<file path="src/tseb_pkg.sv">
// Summary of operation
// - Data arriving from the support board is timed by the support board's forwarded clock and slice marker.
// - This board makes its own returned slice marker and launches all outgoing event words against it.
// - A slice lasts 8 or 16 clock cycles, chosen by a mode input.
// - Control traffic uses four single-ended serial lines: clock, data in, data out and chip select.
// - An event word is 32 bits in 8-cycle slices and 64 bits in 16-cycle slices.
// - Sixteen event lanes form four sets of four, and each set carries at most one word per slice.
// - Event processing is split into stages that each finish within one slice.
// - Eight spare lines run between the boards with user-chosen meaning and direction; the code drives their outputs with the low byte of seq_r.
// - Each channel records the arrival time of its timing pulse relative to the slice boundary.
// - The arrival time is taken on the falling edge of the channel's discriminator output.
// - Event processing for a channel starts when its energy trigger asserts.
// - Each channel delivers 12-bit samples at 10 to 65 megasamples per second.
// - This board owns its two-megabyte calibration memory, including loading it.
package tseb_pkg;

  // ****************************************
  // Slice and word geometry
  // ****************************************
  localparam int SLICE_SHORT = 8;
  localparam int SLICE_LONG = 16;
  localparam int CNT_W = 5;
  localparam int WORD_SHORT = 32;
  localparam int WORD_LONG = 64;
  localparam int LANES = 4;
  localparam int SETS = 4;
  localparam int NCH_DEF = 16;
  localparam int CH_W = 4;
  localparam int TS_W = 4;
  localparam int SAMPLE_W = 12;
  localparam int SEQ_W = 24;
  localparam int SPARE_N = 8;

  // ****************************************
  // Control channel and memory
  // ****************************************
  localparam int SRAM_AW = 20;
  localparam int SRAM_DW = 16;
  localparam int SPI_W = 40;
  localparam int SPI_CNT_W = 6;
  localparam int SPI_WR_BIT = 39;
  localparam int SPI_AD_LSB = 16;

  // ****************************************
  // Reset values
  // ****************************************
  localparam logic [CNT_W-1:0] CNT_RST = 5'h00;
  localparam logic [SEQ_W-1:0] SEQ_RST = 24'h000000;

  // ****************************************
  // Types
  // ****************************************
  typedef struct packed {
    logic vld;
    logic [LANES-1:0] d;
  } tseb_lane_t;

  typedef struct packed {
    logic [SRAM_AW-1:0] addr;
    logic [SRAM_DW-1:0] wdata;
    logic we_n;
    logic oe_n;
    logic dq_oe;
  } tseb_sram_t;

  typedef enum logic [1:0] {
    LS_IDLE = 2'b00,
    LS_SEND = 2'b01
  } tseb_ls_t;

endpackage

</file>
<file path="src/tseb_top.sv">
`timescale 1ns/100ps
module tseb_top #(
  parameter int NCH = tseb_pkg::NCH_DEF
) (
  input wire logic mclk_i,
  input wire logic sys_rst_i,
  input wire logic slice_long_i,
  input wire logic sb_slice_i,
  output logic ret_slice_o,
  input wire logic config_start_n_i,
  output logic config_complete_o,
  input wire logic ctrl_clk_i,
  input wire logic ctrl_cs_n_i,
  input wire logic control_serial_in_i,
  output logic ctrl_do_o,
  input wire logic [NCH-1:0] trig_i,
  input wire logic [NCH-1:0] disc_i,
  input wire logic adc_vld_i,
  input wire logic [NCH*tseb_pkg::SAMPLE_W-1:0] sample_i,
  output tseb_pkg::tseb_lane_t [tseb_pkg::SETS-1:0] lane_o,
  output tseb_pkg::tseb_sram_t sram_o,
  input wire logic [tseb_pkg::SRAM_DW-1:0] sram_dq_i,
  input wire logic [tseb_pkg::SPARE_N-1:0] spare_i,
  input wire logic [tseb_pkg::SPARE_N-1:0] spare_dir_i,
  output logic [tseb_pkg::SPARE_N-1:0] spare_o,
  output logic [tseb_pkg::SPARE_N-1:0] spare_oe_o
);
  import tseb_pkg::*;

  if (NCH % SETS != 0 || NCH < SETS || NCH > (1 << CH_W)) begin : g_chk
    $error("NCH must be a multiple of 4 between 4 and 16");
  end

  function automatic logic [WORD_LONG-1:0] build_word(
    input logic [CH_W-1:0] ch,
    input logic [TS_W-1:0] ts,
    input logic [SAMPLE_W-1:0] smp,
    input logic [SEQ_W-1:0] seq,
    input logic [SPARE_N-1:0] sp,
    input logic lng
  );
    logic [WORD_LONG-1:0] w;
    w = {sp, seq, ch, ts, smp, seq[7:0], 4'h0};
    if (!lng) begin
      w[WORD_LONG-1:WORD_SHORT] = '0;
    end
    return w;
  endfunction

  // ****************************************
  // Slice counter and returned marker
  // ****************************************
  logic [CNT_W-1:0] cnt_r;
  logic [CNT_W-1:0] cnt_nxt;
  logic [CNT_W-1:0] slen_last;
  logic slice_end;
  logic ret_slice_r;
  logic [SEQ_W-1:0] seq_r;

  assign slen_last = slice_long_i ? CNT_W'(SLICE_LONG - 1) :
                                    CNT_W'(SLICE_SHORT - 1);
  assign slice_end = (cnt_r >= slen_last) && !sb_slice_i;

  always_comb begin
    if (sb_slice_i) begin
      cnt_nxt = CNT_W'(1);
    end else if (cnt_r >= slen_last) begin
      cnt_nxt = '0;
    end else begin
      cnt_nxt = cnt_r + 1'b1;
    end
  end

  always_ff @(posedge mclk_i or posedge sys_rst_i) begin
    if (sys_rst_i) begin
      cnt_r <= CNT_RST;
      ret_slice_r <= 1'b1;
    end else begin
      cnt_r <= cnt_nxt;
      ret_slice_r <= (cnt_nxt == '0);
    end
  end

  always_ff @(posedge mclk_i or posedge sys_rst_i) begin
    if (sys_rst_i) begin
      seq_r <= SEQ_RST;
    end else if (slice_end) begin
      seq_r <= seq_r + 1'b1;
    end
  end

  assign ret_slice_o = ret_slice_r;

  // ****************************************
  // Channel front end
  // ****************************************
  logic [NCH-1:0] disc_q;
  logic [NCH-1:0] trig_q;
  logic [NCH-1:0] armed_r;
  logic [NCH-1:0] pend_r;
  logic [NCH-1:0] take;
  logic [TS_W-1:0] ts_r [NCH];
  logic [TS_W-1:0] tsq_r [NCH];
  logic [SAMPLE_W-1:0] hold_r [NCH];
  logic [SAMPLE_W-1:0] samp_r [NCH];

  always_ff @(posedge mclk_i or posedge sys_rst_i) begin
    if (sys_rst_i) begin
      disc_q <= '1;
      trig_q <= '0;
    end else begin
      disc_q <= disc_i;
      trig_q <= trig_i;
    end
  end

  always_ff @(posedge mclk_i or posedge sys_rst_i) begin
    if (sys_rst_i) begin
      armed_r <= '0;
      for (int c = 0; c < NCH; c++) begin
        ts_r[c] <= '0;
      end
    end else begin
      for (int c = 0; c < NCH; c++) begin
        if (!disc_i[c] && disc_q[c] && !armed_r[c]) begin
          ts_r[c] <= cnt_r[TS_W-1:0];
          armed_r[c] <= (cnt_nxt != '0);
        end else if (cnt_nxt == '0) begin
          armed_r[c] <= 1'b0;
        end
      end
    end
  end

  always_ff @(posedge mclk_i or posedge sys_rst_i) begin
    if (sys_rst_i) begin
      for (int c = 0; c < NCH; c++) begin
        hold_r[c] <= '0;
      end
    end else if (adc_vld_i) begin
      for (int c = 0; c < NCH; c++) begin
        hold_r[c] <= sample_i[c*SAMPLE_W +: SAMPLE_W];
      end
    end
  end

  always_ff @(posedge mclk_i or posedge sys_rst_i) begin
    if (sys_rst_i) begin
      pend_r <= '0;
      for (int c = 0; c < NCH; c++) begin
        samp_r[c] <= '0;
        tsq_r[c] <= '0;
      end
    end else begin
      pend_r <= (pend_r & ~take) | (trig_i & ~trig_q);
      for (int c = 0; c < NCH; c++) begin
        if (trig_i[c] && !trig_q[c]) begin
          samp_r[c] <= hold_r[c];
          tsq_r[c] <= ts_r[c];
        end
      end
    end
  end

  // ****************************************
  // Slice-end selection stage
  // ****************************************
  logic [SETS-1:0] found;
  logic [CH_W-1:0] sel [SETS];
  logic [SETS-1:0] wvld_r;
  logic [WORD_LONG-1:0] wd_r [SETS];
  logic [SPARE_N-1:0] spare_r;

  always_comb begin
    take = '0;
    found = '0;
    for (int s = 0; s < SETS; s++) begin
      sel[s] = '0;
      for (int k = 0; k < NCH / SETS; k++) begin
        if (slice_end && pend_r[k*SETS+s] && !found[s]) begin
          found[s] = 1'b1;
          sel[s] = CH_W'(k*SETS+s);
          take[k*SETS+s] = 1'b1;
        end
      end
    end
  end

  always_ff @(posedge mclk_i or posedge sys_rst_i) begin
    if (sys_rst_i) begin
      wvld_r <= '0;
      spare_r <= '0;
      for (int s = 0; s < SETS; s++) begin
        wd_r[s] <= '0;
      end
    end else begin
      spare_r <= spare_i;
      if (slice_end) begin
        wvld_r <= found;
        for (int s = 0; s < SETS; s++) begin
          wd_r[s] <= build_word(sel[s], tsq_r[sel[s]], samp_r[sel[s]],
                                seq_r, spare_r, slice_long_i);
        end
      end
    end
  end

  for (genvar s = 0; s < SETS; s++) begin : g_set
    tseb_lane_ser u_ser (
      .mclk_i(mclk_i),
      .sys_rst_i(sys_rst_i),
      .load_i(ret_slice_r),
      .word_vld_i(wvld_r[s]),
      .long_i(slice_long_i),
      .word_i(wd_r[s]),
      .lane_o(lane_o[s])
    );
  end

  // ****************************************
  // Control serial channel and memory
  // ****************************************
  logic ctrl_clk_q;
  logic cs_q;
  logic [SPI_W-1:0] sh_in_r;
  logic [SPI_W-1:0] sh_out_r;
  logic [SPI_CNT_W-1:0] bit_r;
  logic ctrl_do_r;
  logic spi_done;
  logic rd_pend_r;
  logic [SRAM_DW-1:0] rd_data_r;
  tseb_sram_t sram_r;

  assign spi_done = ctrl_cs_n_i && !cs_q && (bit_r == SPI_CNT_W'(SPI_W));

  always_ff @(posedge mclk_i or posedge sys_rst_i) begin
    if (sys_rst_i) begin
      ctrl_clk_q <= 1'b0;
      cs_q <= 1'b1;
      sh_in_r <= '0;
      sh_out_r <= '0;
      bit_r <= '0;
      ctrl_do_r <= 1'b0;
    end else begin
      ctrl_clk_q <= ctrl_clk_i;
      cs_q <= ctrl_cs_n_i;
      if (ctrl_cs_n_i) begin
        bit_r <= '0;
        sh_out_r <= {rd_data_r, seq_r};
      end else if (ctrl_clk_i && !ctrl_clk_q) begin
        sh_in_r <= {sh_in_r[SPI_W-2:0], control_serial_in_i};
        if (bit_r != SPI_CNT_W'(SPI_W)) begin
          bit_r <= bit_r + 1'b1;
        end
      end else if (!ctrl_clk_i && ctrl_clk_q) begin
        ctrl_do_r <= sh_out_r[SPI_W-1];
        sh_out_r <= {sh_out_r[SPI_W-2:0], 1'b0};
      end
    end
  end

  always_ff @(posedge mclk_i or posedge sys_rst_i) begin
    if (sys_rst_i) begin
      sram_r <= '{addr: '0, wdata: '0, we_n: 1'b1, oe_n: 1'b1, dq_oe: 1'b0};
      rd_pend_r <= 1'b0;
      rd_data_r <= '0;
    end else begin
      sram_r.we_n <= 1'b1;
      sram_r.oe_n <= 1'b1;
      sram_r.dq_oe <= 1'b0;
      rd_pend_r <= 1'b0;
      if (rd_pend_r) begin
        rd_data_r <= sram_dq_i;
      end
      if (spi_done) begin
        sram_r.addr <= sh_in_r[SPI_AD_LSB +: SRAM_AW];
        sram_r.wdata <= sh_in_r[SRAM_DW-1:0];
        if (sh_in_r[SPI_WR_BIT]) begin
          sram_r.we_n <= 1'b0;
          sram_r.dq_oe <= 1'b1;
        end else begin
          sram_r.oe_n <= 1'b0;
          rd_pend_r <= 1'b1;
        end
      end
    end
  end

  // ****************************************
  // Programming status and spare lines
  // ****************************************
  logic cfg_done_r;
  logic [SPARE_N-1:0] spare_o_r;

  always_ff @(posedge mclk_i or posedge sys_rst_i) begin
    if (sys_rst_i) begin
      cfg_done_r <= 1'b0;
      spare_o_r <= '0;
    end else begin
      cfg_done_r <= config_start_n_i;
      spare_o_r <= seq_r[SPARE_N-1:0];
    end
  end

  assign config_complete_o = cfg_done_r;
  assign ctrl_do_o = ctrl_do_r;
  assign sram_o = sram_r;
  assign spare_o = spare_o_r;
  assign spare_oe_o = spare_dir_i;

  // ****************************************
  // Checks
  // ****************************************
  slice_wrap_a: assert property (@(posedge mclk_i) disable iff (sys_rst_i)
    (cnt_r == slen_last && !sb_slice_i && $stable(slice_long_i))
      |=> ret_slice_o ##1 !ret_slice_o)
    else $error("slice marker not on wrap");
  marker_cnt_a: assert property (@(posedge mclk_i) disable iff (sys_rst_i)
    ret_slice_o == (cnt_r == '0))
    else $error("returned marker off slice start");
  resync_a: assert property (@(posedge mclk_i) disable iff (sys_rst_i)
    sb_slice_i |=> cnt_r == CNT_W'(1))
    else $error("counter not aligned to support marker");
  word_start_a: assert property (@(posedge mclk_i) disable iff (sys_rst_i)
    $rose(lane_o[0].vld) |-> cnt_r == CNT_W'(1))
    else $error("word started off slice cycle one");
  stage_take_a: assert property (@(posedge mclk_i) disable iff (sys_rst_i)
    (slice_end && pend_r[0]) |=> wvld_r[0] && ret_slice_o)
    else $error("pending channel not staged at slice end");
  fall_stamp_a: assert property (@(posedge mclk_i) disable iff (sys_rst_i)
    (!disc_i[0] && disc_q[0] && !armed_r[0]) |=> ts_r[0] == $past(cnt_r[3:0]))
    else $error("arrival stamp not taken on falling edge");
  trig_pend_a: assert property (@(posedge mclk_i) disable iff (sys_rst_i)
    (trig_i[0] && !trig_q[0]) |=> pend_r[0])
    else $error("trigger did not start processing");
  sram_wr_a: assert property (@(posedge mclk_i) disable iff (sys_rst_i)
    (spi_done && sh_in_r[SPI_WR_BIT]) |=> !sram_o.we_n && sram_o.dq_oe ##1 sram_o.we_n)
    else $error("memory write strobe wrong");
  one_word_a: assert property (@(posedge mclk_i) disable iff (sys_rst_i)
    $onehot0(take[NCH-1:0] & {(NCH/SETS){4'h1}}))
    else $error("two words chosen for one lane set");
  cover_short_c: cover property (@(posedge mclk_i) disable iff (sys_rst_i)
    !slice_long_i && $rose(lane_o[0].vld));
  cover_long_c: cover property (@(posedge mclk_i) disable iff (sys_rst_i)
    slice_long_i && $rose(lane_o[3].vld));
  cover_wr_c: cover property (@(posedge mclk_i) disable iff (sys_rst_i)
    !sram_o.we_n);
  cover_rd_c: cover property (@(posedge mclk_i) disable iff (sys_rst_i)
    rd_pend_r);

endmodule

</file>
<file path="src/tseb_lane_ser.sv">
`timescale 1ns/100ps
module tseb_lane_ser (
  input wire logic mclk_i,
  input wire logic sys_rst_i,
  input wire logic load_i,
  input wire logic word_vld_i,
  input wire logic long_i,
  input wire logic [tseb_pkg::WORD_LONG-1:0] word_i,
  output tseb_pkg::tseb_lane_t lane_o
);
  import tseb_pkg::*;

  tseb_ls_t state_r;
  logic [WORD_LONG-1:0] sh_r;
  logic [CNT_W-1:0] rem_r;
  tseb_lane_t lane_r;

  assign lane_o = lane_r;

  // ****************************************
  // Nibble serializer
  // ****************************************
  always_ff @(posedge mclk_i or posedge sys_rst_i) begin
    if (sys_rst_i) begin
      state_r <= LS_IDLE;
      sh_r <= '0;
      rem_r <= CNT_RST;
      lane_r <= '0;
    end else if (load_i && word_vld_i) begin
      state_r <= LS_SEND;
      lane_r.vld <= 1'b1;
      lane_r.d <= word_i[LANES-1:0];
      sh_r <= {4'h0, word_i[WORD_LONG-1:LANES]};
      rem_r <= long_i ? CNT_W'(SLICE_LONG - 1) :
                        CNT_W'(SLICE_SHORT - 1);
    end else begin
      case (state_r)
        LS_SEND: begin
          if (rem_r != '0) begin
            lane_r.d <= sh_r[LANES-1:0];
            sh_r <= {4'h0, sh_r[WORD_LONG-1:LANES]};
            rem_r <= rem_r - 1'b1;
          end else begin
            state_r <= LS_IDLE;
            lane_r <= '0;
          end
        end
        default: begin
          state_r <= LS_IDLE;
          lane_r <= '0;
        end
      endcase
    end
  end

  // ****************************************
  // Checks
  // ****************************************
  short_word_a: assert property (@(posedge mclk_i) disable iff (sys_rst_i)
    (load_i && word_vld_i && !long_i) |=> lane_o.vld [*8])
    else $error("short word not sent over 8 cycles");
  long_word_a: assert property (@(posedge mclk_i) disable iff (sys_rst_i)
    (load_i && word_vld_i && long_i) |=> lane_o.vld [*8] ##1 lane_o.vld [*8])
    else $error("long word not sent over 16 cycles");
  first_nibble_a: assert property (@(posedge mclk_i) disable iff (sys_rst_i)
    (load_i && word_vld_i) |=> lane_o.d == $past(word_i[3:0]))
    else $error("first nibble not launched after load");
  cover_long_c: cover property (@(posedge mclk_i) disable iff (sys_rst_i)
    load_i && word_vld_i && long_i);

endmodule

</file>
<file path="config.mk">
export PLATFORM = sky130hd
export DESIGN_NAME = tseb_top
export DESIGN_NICKNAME = d
export VERILOG_FILES = /design/src/tseb_pkg.sv /design/src/tseb_top.sv /design/src/tseb_lane_ser.sv
export SDC_FILE = /design/constraint.sdc
export NUM_CORES = 2
export LEC_CHECK = 0
export BUFFER_PORTS_ARGS = -buffer_cell sky130_fd_sc_hd__buf_4
export CAP_MARGIN = 20
export CORE_MARGIN = 1
export CORE_UTILIZATION = 60
export CTS_CLUSTER_SIZE = 16
export DETAILED_ROUTE_END_ITERATION = 16
export GPL_TIMING_DRIVEN = 0
export PLACE_DENSITY_LB_ADDON = 0.3
export SYNTH_ARGS = -nofsm -noshare
export SYNTH_HDL_FRONTEND = slang
export SYNTH_SLANG_ARGS = --single-unit
</file>
<file path="constraint.sdc">
create_clock -name mclk_i -period 122.2 [get_ports mclk_i]
set_input_delay 24.44 -clock mclk_i [delete_from_list [all_inputs] [get_ports mclk_i]]
set_output_delay 24.44 -clock mclk_i [all_outputs]
set_load 0.005 [all_outputs]
</file>
# ---- Word level (Yosys, flattened, before mapping)
# Cells that the tools add are included.
dict set report op_classes {
  eq_ne 11
  mux 150
  bitwise 11
  add_sub_neg 7
  magnitude_cmp 5
  reduce_logical 190
}
# operator n
set op_table {}
lappend op_table {{64-bit 2-to-1 mux} 12}
lappend op_table {{12-bit binary-select mux with 4-bit select} 4}
lappend op_table {{40-bit 2-to-1 mux} 3}
lappend op_table {{5-bit 2-to-1 mux} 22}
lappend op_table {{12-bit 2-to-1 mux} 8}
lappend op_table {{4-bit 2-to-1 mux} 24}
lappend op_table {{1-bit logical AND} 85}
lappend op_table {{4-bit binary-select mux with 4-bit select} 4}
lappend op_table {{1-bit logical NOT} 64}
lappend op_table {{2-bit nonzero test} 27}
lappend op_table {{1-bit 2-to-1 mux} 53}
lappend op_table {{16-bit AND} 2}
lappend op_table {{32-bit 2-to-1 mux} 1}
lappend op_table {{16-bit NOT} 2}
lappend op_table {{2-bit 2-to-1 mux} 14}
lappend op_table {{5-bit nonzero test} 5}
lappend op_table {{24-bit by 1-bit adder with 24-bit output (second input constant)} 1}
lappend op_table {{5-bit >= comparator (second input constant)} 4}
lappend op_table {{4-bit NOT with 5-bit output} 4}
lappend op_table {{5-bit by 1-bit subtractor with 5-bit output (second input constant)} 4}
lappend op_table {{6-bit 2-to-1 mux} 3}
lappend op_table {{16-bit OR} 1}
lappend op_table {{2-bit AND reduction} 7}
lappend op_table {{3-bit by 2-bit inequality test with 1-bit output (second input constant)} 4}
lappend op_table {{11 further kinds} 16}
dict set report totals {
  register_bits 1316
  elab_cells 501
  out_inout_bits 78
}

# ---- Logic depth before layout (Yosys ltp)
dict set report depth {
  depth_word 18
  mapped_depth 12
  mapped_depth_nobuf 7
}

# ---- Cells and area by module
# A second synthesis with hierarchy kept.
dict set report unflattened {
  cells_unflattened 4198
  hier_area_um2 49162.2
}
# module cells_each area_each_um2 instances
set by_module_without_submodules {}
lappend by_module_without_submodules {tseb_top 2658 35914.4 1}
lappend by_module_without_submodules {tseb_lane_ser 385 3311.9 4}

# ---- Worst setup path after synthesis
# No wires, ideal clock.
dict set report synth_timing {
  kind {in2out}
  start {input spare_dir_i[0] (netlist bit)}
  end {output spare_oe_o[0] (netlist bit)}
  cell_stages 1
  path_slack_ns 73.209
  t_arrival_ns 24.551
  path_cell_list {buf_4}
}
# item line_no
set synth_rtl {}
lappend synth_rtl {{start, declared} tseb_top.sv:24} ;# input wire logic [tseb_pkg::SPARE_N-1:0] spare_dir_i,
lappend synth_rtl {{end, declared} tseb_top.sv:26} ;# output logic [tseb_pkg::SPARE_N-1:0] spare_oe_o
# No word-level cell between the ends.

# ---- Worst setup path in the final report
dict set report layout_timing {
  start {input spare_dir_i[6] (netlist bit)}
  end {output spare_oe_o[6] (netlist bit)}
}
# No word-level cell between the ends.

==> metrics.md <==
| Metric | Value |
|---|---|
| Detailed Route WL | roughly 130 mm |
| Cts bufs inserted | 115 |
| Share of the synthesized area in the top cell type | 0.598 |
| Starting Density | 0.607 |
| P_int | approximately 0.81 mW |
| Clock power frac | 0.321 |
| Post-CTS Setup Repair Bufs | 0 |
| Largest net degree at the start of global routing | 136 |
| RePlAce Congestion | 0.918 |
| Power consumption | around 1.2 mW |
| Cell Area, Synth | a little under 0.05 sq mm |
| Most frequent CP cell | buf_4 |
| Reported net switching power | 0.350 mW |
| Cts hold-fix bufs | 0 |
| Final Hold Fails | 0 |
| Maximum VDD drop | 0.0000153 V |
| Die area | 0.0812 sq mm |
| Outcome | completed |
| Largest area contributor in the netlist | dfrtp_1 |
| Crit path max-delay cell type | buf_4 |
| Area delta synth->final | 16.9% |
| Worst skew pair latency | roughly 700 ps |
| Hold WC Path Type | reg2reg |
| Die width | roughly 280 microns |
| Worst path buffer plus inverter count | 2 |
| Average wire per standard cell | between 20 and 25 microns |
| Finished Layout Cells | 5,625 |
| Total negative slack | 0 ps |
| 1st-pass router iterations | 6 |
| Port Buf Inserts | ~330 |
| Commonest non-fill, non-tap cell in the layout | dfrtp_1 |
| Period utilization | 0.402 |
| Clock sink count | roughly 1,200 |
| P_leak | about 26 nW |
| I/O Pins | ~340 |
| Prevailing post-synth register cell | dfrtp_1 |
| Initial antenna violation count | 5 |
| Yosys warnings | 0 |
| Sequential area share after synthesis | 0.609 |
| Met2 GRT Util | 0.499 |
| Drt drc | 0 |
| Critical path peak fanout | 1 |
| Fin. max-slew vios | 0 |
| Final Critical Period | about 49,000 ps |
| Share of cells above drive strength 1 | 0.286 |
| Vias in the first global route | between 30,000 and 40,000 |
| # rows | just over 100 |
| Gate power share | 0.201 |
| Dpl hpwl | 89.7 mm |
| Post-Place Cells | about 5,400 |
| Clock Path Buffers | 3 |
| CP top delay family | buffers and inverters |
| Arrival time of the worst setup path | 24,670 ps |
| Via density | around 6.0 |
| Total gr overflow | 0 |
| Design Area, Final | between 0.05 and 0.06 sq mm |
| Worst setup SP type | primary input |
| ANT cells | 0 |
| Root Buffer | clkbuf_16 |
| Setup Skew | 23.1 ps |
| Syn Inst Count | 4,018 |
| Post-synth cell types | between 70 and 80 |
| RSZ-0062 raised after global routing | no |
| CTS tree | done |
| 1st-iter DRT viols | approximately 3,600 |
| CTS H-tree lvls | 3 |
| GR met3 Demand/Resource | 0.0535 |
| Rel. slew slack | 0.241 |
| Core area | 0.0791 sq mm |
| Reg clk slew, reported paths | about 60 ps |
| Max-Cap Viols | 0 |
| EDFF count, synth | 0 |
| First-pass GRT wire length | slightly below 200 mm |
| Power per Cell Area | about 20 mW/mm^2 |
| CTS resizes | 0 |
| Synth top area cells | dfrtp_1 60%, mux2_2 14%, nand2_1 5.5% |
| Worst EP required | 97,760 ps |
| Routed via count | approximately 34,000 |
| FF+latch count, synth | around 1,200 |
| Least-Margin Pin Slew | roughly 1100 ps |
| Critical path type | in2out |
| Most Used Layer, Global Route | met2 |
| Total Nets Final | 4,752 |
| Synthesized Nets | about 4,300 |
| Met1 Use GR | 0.446 |
| Sequential power share | 0.478 |
| GRT Util Overall | 0.316 |
| DP Area | ~0.052 sq mm |
| Asr flop ratio synth | 1.00 |
| Setup crit end kind | primary output |
| Switching share of power | 0.303 |
| CP peak stage delay | roughly 120 ps |
| Die Y | about 280 microns |
| Commonest non-fill, non-tap cells in the layout | 1,147 x dfrtp_1, 701 x nand2_1, 597 x mux2_2, 349 x buf_4, 224 x nor2_1 |
| # setup viols final | 0 |
| Fmax | just over 0.02 GHz |
| Syn Area/Cell | roughly 12 sq um |
| Hold slack | 378 ps |
| Worst-path cell chain | buf_4 > buf_4 |
| Final antenna-violating net count | 0 |
[final timing paths]
| path | startpoint | endpoint | slack (ps) | cells past startpoint |
|---|---|---|---|---|
| min in group asynchronous | sys_rst_i | rd_data_r[6]$_DFFE_PP0P_ | 23730 | 2 |
| worst max-delay path | spare_dir_i[6] | spare_oe_o[6] | 73090 | 2 |
| worst max register to register | cnt_r[0]$_DFF_PP0_ | wd_r[79]$_DFFE_PP0N_ | 119260 | 8 |
| worst min-delay path | seq_r[2]$_DFFE_PP0N_ | spare_o[2]$_DFF_PP0_ | 380 | 0 |
| worst min register to register | seq_r[2]$_DFFE_PP0N_ | spare_o[2]$_DFF_PP0_ | 380 | 0 |
| max in group asynchronous | sys_rst_i | g_set[2].u_ser.lane_o[2]$_DFF_PP0_ | 95930 | 6 |
[synthesized netlist by cell type (8+ instances only)]
cell type  number
o2111ai_1      28
and3_1         18
nor3_1         24
ha_1            9
nand3_1        45
buf_1           9
buf_6          21
mux2_1          8
dfrtp_1      1147
buf_4          17
buf_2          67
o41ai_1        10
nand4_1         8
mux2_2        597
a31oi_1       170
clkbuf_1      162
o21ai_1        12
o21ai_0       146
o22ai_2        10
nand3b_1       10
mux2i_1        96
or3b_2         15
inv_1          30
nand2_1       701
and2_1         17
dfstp_2        20
nor2b_1        52
a311o_1        13
xnor2_1        30
a21oi_1        87
nor2_1        224
o21a_1         18
nand2b_1       26
a22o_1         15
a211oi_1       25
o22ai_1        45
[metal layers]
layer	part of all wire	up-vias
met2	0.47	1472
met1	0.41	17100
met4	0.037	6
li1	-	14900
met5	0.00028	-
met3	0.078	306
[state kept, by name, indices dropped and copies added (netlist names), 20 cells and up]
register / flops
g_set.u_ser.lane_o: 20
g_set.u_ser.rem_r: 20
g_set.u_ser.sh_r: 240
hold_r: 192
samp_r: 192
seq_r: 24
sh_in_r: 40
sh_out_r: 40
sram_o: 39
ts_r: 64
tsq_r: 64
wd_r: 115
[power groups by stage]
stage	Sequential, mW	Clock (mW)	Combinational (mW)
after floorplan	0.526	0	0.171
after global placement	0.555	0	0.220
after detailed placement	0.555	0	0.230
after CTS	0.549	0.374	0.233
after global routing	0.561	0.390	0.257
final	0.553	0.371	0.233
[logic make-up (layout without fill, tap and decap cells)]
| family | Yosys count | count (layout) | synth area share |
|---|---|---|---|
| AND/OR/NAND/NOR | 1176 | 1176 | 0.106 |
| flip-flops | 1167 | 1167 | 0.609 |
| multiplexers | 701 | 701 | 0.162 |
| AO/OA/AOI/OAI | 621 | 621 | 0.0838 |
| buffers and inverters | 307 | 864 | 0.0303 |
| XOR/XNOR | 37 | 37 | 0.00675 |
| adder cells (fa/ha/maj) | 9 | 9 | 0.00234 |
[metrics by stage]
step	setup slack [ps]	util
3_5_place_dp	73090	0.659
4_1_cts	73090	0.710
5_1_grt	73080	0.710
2_1_floorplan	64920	-
6_report	73090	0.710
3_3_place_gp	53340	0.655
[final cells by class]
cell class | instances | area, sq um
flip-flops and latches | 1167 | 29200
fillers | 5468 | 23000
multi-input cells | 2544 | 17300
clock buffers | 175 | 3490
repair buffers | 343 | 2800
plain buffers | 276 | 1340
well taps | 1050 | 1310
clock inverters | 39 | 533
inverters | 31 | 124
(Power assumes the default switching activity.)
